`config.mk`:
```
export PLATFORM = sky130hd
export DESIGN_NAME = timer16_irq_mask_flags
export DESIGN_NICKNAME = d
export VERILOG_FILES = /design/src/logic/timer16_irq_pkg.sv /design/src/logic/timer16_irq_mask_flags.sv
export VERILOG_INCLUDE_DIRS = /design/src /design/src/logic
export SDC_FILE = /design/constraint.sdc
export NUM_CORES = 1
export LEC_CHECK = 0
export ABC_CLOCK_PERIOD_IN_PS = 1800
export BUFFER_PORTS_ARGS = -buffer_cell sky130_fd_sc_hd__buf_4
export CAP_MARGIN = 20
export CELL_PAD_IN_SITES_DETAIL_PLACEMENT = 0
export CELL_PAD_IN_SITES_GLOBAL_PLACEMENT = 1
export CORE_UTILIZATION = 32
export CTS_BUF_LIST = sky130_fd_sc_hd__clkbuf_8
export DETAILED_ROUTE_END_ITERATION = 16
export MAX_ROUTING_LAYER = met4
export PLACE_DENSITY_LB_ADDON = 0.1
export SLEW_MARGIN = 25
export SYNTH_ARGS = -nofsm -noshare
export SYNTH_HDL_FRONTEND = slang
export SYNTH_SLANG_ARGS = --single-unit
```
`constraint.sdc`:
```
create_clock -name ref_clk_i -period 1.8 [get_ports ref_clk_i]
set_clock_uncertainty 0.15 [all_clocks]
set_input_delay 0.09 -clock ref_clk_i [delete_from_list [all_inputs] [get_ports ref_clk_i]]
set_output_delay 0.09 -clock ref_clk_i [all_outputs]
set_load 0.02 [all_outputs]
```
`src/logic/timer16_irq_defines.svh`:
```
// offsets, bit positions, reset values and mode codes for the timer interrupt flag block
`ifndef TIMER16_IRQ_DEFINES_SVH
`define TIMER16_IRQ_DEFINES_SVH

// ----------------------------------------------------------------------------
// data-space offsets
// ----------------------------------------------------------------------------
`define TIMER1_EVENT_FLAGS_OFS  8'h36
`define TIMER3_EVENT_FLAGS_OFS  8'h38
`define TIMER4_EVENT_FLAGS_OFS  8'h39
`define TIMER1_IRQ_ENABLES_OFS  8'h6f
`define TIMER3_IRQ_ENABLES_OFS  8'h71
`define TIMER4_IRQ_ENABLES_OFS  8'h72

// ----------------------------------------------------------------------------
// i/o window
// ----------------------------------------------------------------------------
`define IO_SPACE_BASE           8'h20
`define EXT_IO_START            8'h60

// ----------------------------------------------------------------------------
// field positions and reset values
// ----------------------------------------------------------------------------
`define CAPTURE_BIT             5
`define COMPARE_B_BIT           2
`define COMPARE_A_BIT           1
`define OVERFLOW_BIT            0
`define IMPLEMENTED_BITS        8'h27
`define EVENT_FLAGS_RESET       8'h00
`define IRQ_ENABLES_RESET       8'h00

// ----------------------------------------------------------------------------
// waveform mode codes
// ----------------------------------------------------------------------------
`define MODE_NORMAL             4'h0
`define MODE_CTC_COMPARE_TOP    4'h4
`define MODE_CTC_CAPTURE_TOP    4'hc

`endif

```
`src/logic/timer16_irq_pkg.sv`:
```
// types shared by the timer interrupt flag block and its bench
`default_nettype none

package timer16_irq_pkg;

  // counter-side event strobes of one timer, one cycle each
  typedef struct packed {
    logic capture_event;
    logic counter_at_top;
    logic compare_a_match;
    logic compare_b_match;
    logic counter_overflow;
  } timer_events_type;

  // one line per vector, used for requests and for vector acknowledges
  typedef struct packed {
    logic capture;
    logic compare_b;
    logic compare_a;
    logic overflow;
  } irq_lines_type;

  // load/store data-space access
  typedef struct packed {
    logic [7:0] addr;
    logic       wr;
    logic       rd;
    logic [7:0] wdata;
  } ds_req_type;

  // in/out instruction access, i/o address space
  typedef struct packed {
    logic [5:0] addr;
    logic       wr;
    logic       rd;
    logic [7:0] wdata;
  } io_req_type;

  typedef enum logic [2:0] {
    ACC_NONE    = 3'b001,
    ACC_FLAGS   = 3'b010,
    ACC_ENABLES = 3'b100
  } access_kind_type;

  typedef struct packed {
    access_kind_type kind;
    logic [1:0]      idx;
  } decode_type;

endpackage

`default_nettype wire

```
`src/logic/timer16_irq_mask_flags.sv`:
```
// interrupt enable and event flag registers for three 16-bit timers
//
// Function
// - enable register holds capture bit 5, compare-B 2, compare-A 1, overflow 0.
// - request raised only when enable, global enable and flag are all set.
// - flag register uses the same bit positions as the enable register.
// - capture flag sets on a capture event from the capture pin.
// - in capture-as-top modes the capture flag sets when counter reaches top.
// - compare flags set in the cycle after counter equals compare value.
// - forced compare strobes never set a compare flag.
// - overflow flag sets on counter overflow, mode timing given by the counter.
// - executing a vector clears its flag automatically.
// - writing one to a flag bit clears that flag.
// - flags reachable by load/store and by i/o at offset minus 0x20.
// - third timer has an identical flag register at data offset 0x39.
`include "timer16_irq_defines.svh"
`default_nettype none

module timer16_irq_mask_flags
  import timer16_irq_pkg::*;
#(
  parameter int NUM_TIMERS = 3
) (
  input  wire logic             ref_clk_i,
  input  wire logic             srst_i,
  input  wire logic             global_irq_enable_i,
  input  wire ds_req_type       ds_req_i,
  output logic [7:0]            ds_rdata_o,
  input  wire io_req_type       io_req_i,
  output logic [7:0]            io_rdata_o,
  input  wire timer_events_type events_i               [NUM_TIMERS],
  input  wire logic [3:0]       waveform_mode_select_i [NUM_TIMERS],
  input  wire irq_lines_type    vector_ack_i           [NUM_TIMERS],
  output irq_lines_type         irq_req_o              [NUM_TIMERS]
);

  // --------------------------------------------------------------------------
  // address decode
  // --------------------------------------------------------------------------
  function automatic decode_type decode_addr(input logic [7:0] a);
    decode_type d;
    d.kind = ACC_NONE;
    d.idx  = 2'd0;
    if (a == `TIMER1_EVENT_FLAGS_OFS) begin
      d.kind = ACC_FLAGS;
      d.idx  = 2'd0;
    end else if (a == `TIMER3_EVENT_FLAGS_OFS) begin
      d.kind = ACC_FLAGS;
      d.idx  = 2'd1;
    end else if (a == `TIMER4_EVENT_FLAGS_OFS) begin
      d.kind = ACC_FLAGS;
      d.idx  = 2'd2;
    end else if (a == `TIMER1_IRQ_ENABLES_OFS) begin
      d.kind = ACC_ENABLES;
      d.idx  = 2'd0;
    end else if (a == `TIMER3_IRQ_ENABLES_OFS) begin
      d.kind = ACC_ENABLES;
      d.idx  = 2'd1;
    end else if (a == `TIMER4_IRQ_ENABLES_OFS) begin
      d.kind = ACC_ENABLES;
      d.idx  = 2'd2;
    end
    return d;
  endfunction

  // modes 8, 10, 12 and 14 take the capture register as top
  function automatic logic capture_is_top(input logic [3:0] mode);
    return mode[3] && !mode[0];
  endfunction

  // vector lines to register bit positions
  function automatic logic [7:0] lines_to_bits(input irq_lines_type l);
    logic [7:0] b;
    b                 = 8'h00;
    b[`CAPTURE_BIT]   = l.capture;
    b[`COMPARE_B_BIT] = l.compare_b;
    b[`COMPARE_A_BIT] = l.compare_a;
    b[`OVERFLOW_BIT]  = l.overflow;
    return b;
  endfunction

  logic [7:0] flags_reg   [NUM_TIMERS];
  logic [7:0] enables_reg [NUM_TIMERS];
  logic [7:0] ds_rdata_reg;
  logic [7:0] io_rdata_reg;
  decode_type ds_dec;
  decode_type io_dec;
  logic [7:0] io_as_data_addr;

  // in/out sees only the lower window, so enables above it stay load/store only
  assign io_as_data_addr = {2'b00, io_req_i.addr} + `IO_SPACE_BASE;
  assign ds_dec          = decode_addr(ds_req_i.addr);
  assign io_dec          = decode_addr(io_as_data_addr);

  // --------------------------------------------------------------------------
  // per-timer flags and enables
  // --------------------------------------------------------------------------
  for (genvar t = 0; t < NUM_TIMERS; t++) begin : g_timer
    logic [7:0] set_bits;
    logic [7:0] clear_bits;
    logic [7:0] flags_next;
    logic [7:0] enables_next;
    logic       ds_flag_hit;
    logic       io_flag_hit;
    logic       ds_enable_hit;
    logic       capture_set;

    assign ds_flag_hit   = ds_req_i.wr && (ds_dec.kind == ACC_FLAGS) &&
                           (ds_dec.idx == 2'(t));
    assign io_flag_hit   = io_req_i.wr && (io_dec.kind == ACC_FLAGS) &&
                           (io_dec.idx == 2'(t));
    assign ds_enable_hit = ds_req_i.wr && (ds_dec.kind == ACC_ENABLES) &&
                           (ds_dec.idx == 2'(t));

    // capture source follows the waveform mode
    assign capture_set = capture_is_top(waveform_mode_select_i[t]) ?
                         events_i[t].counter_at_top :
                         events_i[t].capture_event;

    always_comb begin
      set_bits                 = 8'h00;
      set_bits[`CAPTURE_BIT]   = capture_set;
      // match strobe lands in the flag at this edge, visible the next cycle
      set_bits[`COMPARE_B_BIT] = events_i[t].compare_b_match;
      set_bits[`COMPARE_A_BIT] = events_i[t].compare_a_match;
      // forced compare strobes never reach this block at all
      set_bits[`OVERFLOW_BIT]  = events_i[t].counter_overflow;
    end

    always_comb begin
      clear_bits = lines_to_bits(vector_ack_i[t]);
      if (ds_flag_hit) begin
        clear_bits = clear_bits | ds_req_i.wdata;
      end
      if (io_flag_hit) begin
        clear_bits = clear_bits | io_req_i.wdata;
      end
    end

    // zero bits in a write never clear, and a set in the same cycle wins
    assign flags_next = ((flags_reg[t] & ~clear_bits) | set_bits) &
                        `IMPLEMENTED_BITS;

    assign enables_next = ds_enable_hit ? (ds_req_i.wdata & `IMPLEMENTED_BITS) :
                          enables_reg[t];

    always_ff @(posedge ref_clk_i) begin
      if (srst_i) begin
        flags_reg[t] <= `EVENT_FLAGS_RESET;
      end else begin
        flags_reg[t] <= flags_next;
      end
    end

    always_ff @(posedge ref_clk_i) begin
      if (srst_i) begin
        enables_reg[t] <= `IRQ_ENABLES_RESET;
      end else begin
        enables_reg[t] <= enables_next;
      end
    end

    // request lines are combinational so the core sees a flag at once
    always_comb begin
      irq_req_o[t].capture   = global_irq_enable_i &&
                               enables_reg[t][`CAPTURE_BIT] &&
                               flags_reg[t][`CAPTURE_BIT];
      irq_req_o[t].compare_b = global_irq_enable_i &&
                               enables_reg[t][`COMPARE_B_BIT] &&
                               flags_reg[t][`COMPARE_B_BIT];
      irq_req_o[t].compare_a = global_irq_enable_i &&
                               enables_reg[t][`COMPARE_A_BIT] &&
                               flags_reg[t][`COMPARE_A_BIT];
      irq_req_o[t].overflow  = global_irq_enable_i &&
                               enables_reg[t][`OVERFLOW_BIT] &&
                               flags_reg[t][`OVERFLOW_BIT];
    end
  end

  // --------------------------------------------------------------------------
  // read data
  // --------------------------------------------------------------------------
  function automatic logic [7:0] read_value(input decode_type d,
                                            input logic [7:0] f0,
                                            input logic [7:0] f1,
                                            input logic [7:0] f2,
                                            input logic [7:0] e0,
                                            input logic [7:0] e1,
                                            input logic [7:0] e2);
    logic [7:0] v;
    v = 8'h00;
    if (d.kind == ACC_FLAGS) begin
      v = (d.idx == 2'd0) ? f0 : (d.idx == 2'd1) ? f1 : f2;
    end else if (d.kind == ACC_ENABLES) begin
      v = (d.idx == 2'd0) ? e0 : (d.idx == 2'd1) ? e1 : e2;
    end
    return v;
  endfunction

  // unmapped or idle reads return zero, unused bits always read zero
  always_ff @(posedge ref_clk_i) begin
    if (srst_i) begin
      ds_rdata_reg <= 8'h00;
    end else if (ds_req_i.rd) begin
      ds_rdata_reg <= read_value(ds_dec, flags_reg[0], flags_reg[1], flags_reg[2],
                                 enables_reg[0], enables_reg[1], enables_reg[2]);
    end else begin
      ds_rdata_reg <= 8'h00;
    end
  end

  always_ff @(posedge ref_clk_i) begin
    if (srst_i) begin
      io_rdata_reg <= 8'h00;
    end else if (io_req_i.rd && (io_dec.kind == ACC_FLAGS)) begin
      io_rdata_reg <= read_value(io_dec, flags_reg[0], flags_reg[1], flags_reg[2],
                                 8'h00, 8'h00, 8'h00);
    end else begin
      io_rdata_reg <= 8'h00;
    end
  end

  assign ds_rdata_o = ds_rdata_reg;
  assign io_rdata_o = io_rdata_reg;

endmodule

`default_nettype wire

```
# == Word-level counts from Yosys, hierarchy flattened ==
# Memories as Yosys holds them, arrays and structs flattened.
# Index checks and enable logic that the tools add are counted.
# op_classes
bitwise_logic,24
eq_ne,19
mux,41
reduce_logical,47
n_addsub,1
# op_table
cell,count
$mux W8,14
$mux W5,12
$or A6 B6 Y6,9
$logic_and A1 B1 Y1,40
$mux W6,6
$eq A8 B6 Y1 const B,3
$eq A8 B7 Y1 const B,3
$eq A7 B6 Y1 const B,3
$eq A7 B7 Y1 const B,3
$and A6 B6 Y6,3
$not A6 Y6,3
$mux W4,3
$add A6 B6 Y7 const B,1
$eq A3 B2 Y1 const B,2
$mux W1,6
$or A1 B1 Y1,6
$eq A2 B1 Y1 const B,2
$eq A2 B2 Y1 const B,2
$logic_not A2 Y1,2
$eq A3 B3 Y1 const B,1
$logic_not A1 Y1,3
$not A1 Y1,3
$reduce_or A3 Y1,1
$reduce_or A2 Y1,1
# word_totals
ramBits,36
word_cells,136
n_memories,2
input_bits,76
output_inout_bits,28
ff_bits,16
# mem_list
name,words,word_bits,rd,rd_clocked_by_memory_dff,wr,line_no,rtl
enables_reg,3,8,3,0,3,timer16_irq_mask_flags.sv:83,logic [7:0] enables_reg [NUM_TIMERS];
flags_reg,3,4,3,0,3,timer16_irq_mask_flags.sv:82,logic [7:0] flags_reg [NUM_TIMERS];

# == Depth between registers and ports, before layout ==
# logic_depth
ltp_word,17
depth_mapped,7
mapped_depth_nobuf,5

# == Worst setup path after synthesis ==
# No wires, ideal clock.
# synth_timing
kind,input-to-reg
from,input ds_req_i[11] (netlist name)
to,memory flags_reg[1][3] (netlist name)
t_required_ns,1.518
arrival_time_ns,1.312
path_stages,6
setup_ns,0.132
path_buffers,1
setup_slack_ns,0.205
cell_sequence,buf_4 > or3b_1 > a21oi_1 > nand2_1 > o31ai_1 > a21oi_1
# synth_lines
element,line_no,rtl
"start, declared",timer16_irq_mask_flags.sv:27,"input wire ds_req_type ds_req_i,"
"end, declared",timer16_irq_mask_flags.sv:82,

==> results.cfg <==
[floorplan]
core_region_area_sq_um = 5920
die_height_um = 80.3
fp.dieW_um = 80.3
design.portCount = 104
row_count = 28
die_area_sq_um = 6450
start_util = 0.331

[timing]
setup_viol = 0
setup-tns-final_ns = 0
period_needed_ns = 1.78
whs_ns = 0.00694
slew_violations = 0
max_freq_mhz = 563
timing.max_slew.rel_slack = 0.617
post-route-period-util = 0.986
hold_violations = 0
setup_slack_ns = 0.0247
tightestPinTransition_ns = 0.574

[routing]
dr.first_iter.drc_count = 142
postRouteAntennaNets = 0
detail_route.vias_per_cell = 5.14
via_count = 2178
wl_per_cell_um = 16.3
totalWireLength_um = 6900
drt_drc_violations_left = 0
drt_first_pass_iters = 4

[critical_path]
worst-endpoint-required_ns = 1.87
worstPathArrival_ns = 1.84
path_class = input port to flop
critPathMaxFanout = 1
startpoint_type = input port
reg2reg_slack_ns = 0.05
crit_path_end_kind = flop

[synth]
dominantRegCellSynth = dfxtp_1
synth-seq-cells = 32
yosys.area.top_type_share = 0.327
async_flop_share = 0
sequential_cell_area_fraction_in_the_yosys_report = 0.327
mapped_cell_area_sq_um = 1960
synth.top_cells.by_count = dfxtp_1, inv_1, nor2_1
cell_with_the_most_instances_after_synthesis = dfxtp_1
yosys_warnings = 0
netlist-cell-type-count = 46
netlist.top_cell.by_area = dfxtp_1
yosys-top-cells-area = dfxtp_1, mux2i_1, and3_1
synth_edf_count = 0
avgSynthCellArea_sq_um = 8.46
synthCells = 232

[cells_and_area]
postLayoutCoreUtil = 0.515
antenna_diode_count = 0
stdcell_area_sq_um = 3050
drive_above_1_share = 0.321
layoutNonFillerInstCount = 424
finish.net_count = 424
area_added_between_synthesis_and_finish_pct = 55.4

[grt]
grt_antenna_before_repair = 0
grt_util_all_layers = 0.223
grt_first_pass_wirelength_um = 10400
via_count_of_the_first_global_routing_pass = 2097
grt_max_degree = 27
globalRouteOverflowTotal = 0

[power]
cellPowerDensity_nw_per_um2 = 547
peakVddDrop_mv = 0.283
p_clk_frac = 0.340
seqPwrFrac = 0.451
design_power_total_mw = 1.67
comb_power_share = 0.209
p_int_mw = 1.22
power.net_switching_uw = 445
power_switching_share = 0.267
power.leakage_nw = 1.39

[cts]
cts-root-buf = clkbuf_8
cts-buffers-inserted = 5
clk_lat_worst_skew_ns = 0.28
ctsHtreeMaxLevel = 2
tritoncts = built
path_clk_slew_ns = 0.07
tritoncts_num_sinks = 32
max-clock-path-buffers = 2

[job]
max_capacitance_violation_total = 0

[place]
dpl.hpwl_um = 4730
finalWeightedCongestion = 0.811
port-buffer-count = 81
place_worst_setup_slack_ns = 0.108
post_dp_cell_area_sq_um = 2670
dpl.cell_count = 390

[status]
outcome = completed

[worst_hold_path]
hold_path_class = input port to flop
## power by group through the flow
stage	logic, mW	registers [mW]	clock network, mW
after floorplan	0.150	0.756	0
after global placement	0.289	0.767	0
after detailed placement	0.291	0.766	0
after CTS	0.339	0.750	0.580
after global routing	0.379	0.753	0.618
final	0.348	0.751	0.567
## cells by family (layout without fill, tap and decap cells)
| group | Yosys count | count (layout) | synth area share |
|---|---|---|---|
| AOI/OAI and AO/OA | 68 | 68 | 0.260 |
| xor gates and xnor gates | 1 | 1 | 0.00447 |
| buffers and inverters | 39 | 149 | 0.104 |
| DFF | 32 | 32 | 0.327 |
| muxes | 15 | 15 | 0.0765 |
| other | 1 | 8 | 0.00191 |
| and+or+nand+nor | 76 | 76 | 0.226 |
## worst max-delay path, cell delays in order
cell and delay [ns]:
dlygate4sd3_1 0.54, buf_4 0.15, a311oi_2 0.28, dlygate4sd3_1 0.59, o31ai_1 0.07, a21oi_1 0.13
## area by class of cell
| class | instances | area [sq um] |
|---|---|---|
| fillers | 592 | 2870 |
| multi-input cells | 168 | 1160 |
| repair buffers | 122 | 985 |
| flip-flops and latches | 32 | 643 |
| well taps | 75 | 93.8 |
| clock buffers | 6 | 82.6 |
| inverters | 19 | 71.3 |
| clock inverters | 2 | 7.51 |
## what timing repair did
item	4_1_cts	5_1_grt
hold buffers	27	0
gates resized for setup	0	6
buffers inserted	0	0
hold endpoints to repair	24	0
setup endpoints to repair	0	4
## worst paths after layout
check	start	to	depth (start not counted)
worst min register to register	enables_reg[1][0]	enables_reg[1][0]	2
worst max-delay path	vector_ack_i[3]	flags_reg[2][3]	6
worst min-delay path	vector_ack_i[2]	flags_reg[2][2]	4
worst max register to register	flags_reg[2][3]	flags_reg[2][3]	5
## per-layer routing
layer	track usage	part of all wire
met3	0.0466	0.065
met2	0.364	0.48
met4	0.0643	0.010
met5	-	0
met1	0.277	0.44
## cell usage in the layout (no fill, tap or decap), drive strengths merged, types with 5 or more instances in the layout
master | synthesis | final
a211oi | 8 | 8
a21oi | 10 | 10
a22oi | 8 | 8
a311oi | 7 | 7
a31oi | 6 | 6
a32o | 8 | 8
and3 | 15 | 15
buf | 13 | 96
clkbuf | 6 | 6
conb | 1 | 8
dfxtp | 32 | 32
dlygate4sd3 | 0 | 26
inv | 18 | 20
mux2i | 15 | 15
nand2 | 9 | 9
nand2b | 6 | 6
nand3 | 9 | 9
nor2 | 16 | 16
nor2b | 5 | 5
o21ai | 7 | 7
o31ai | 5 | 5
Note: power is estimated with default switching activity, not from simulation.
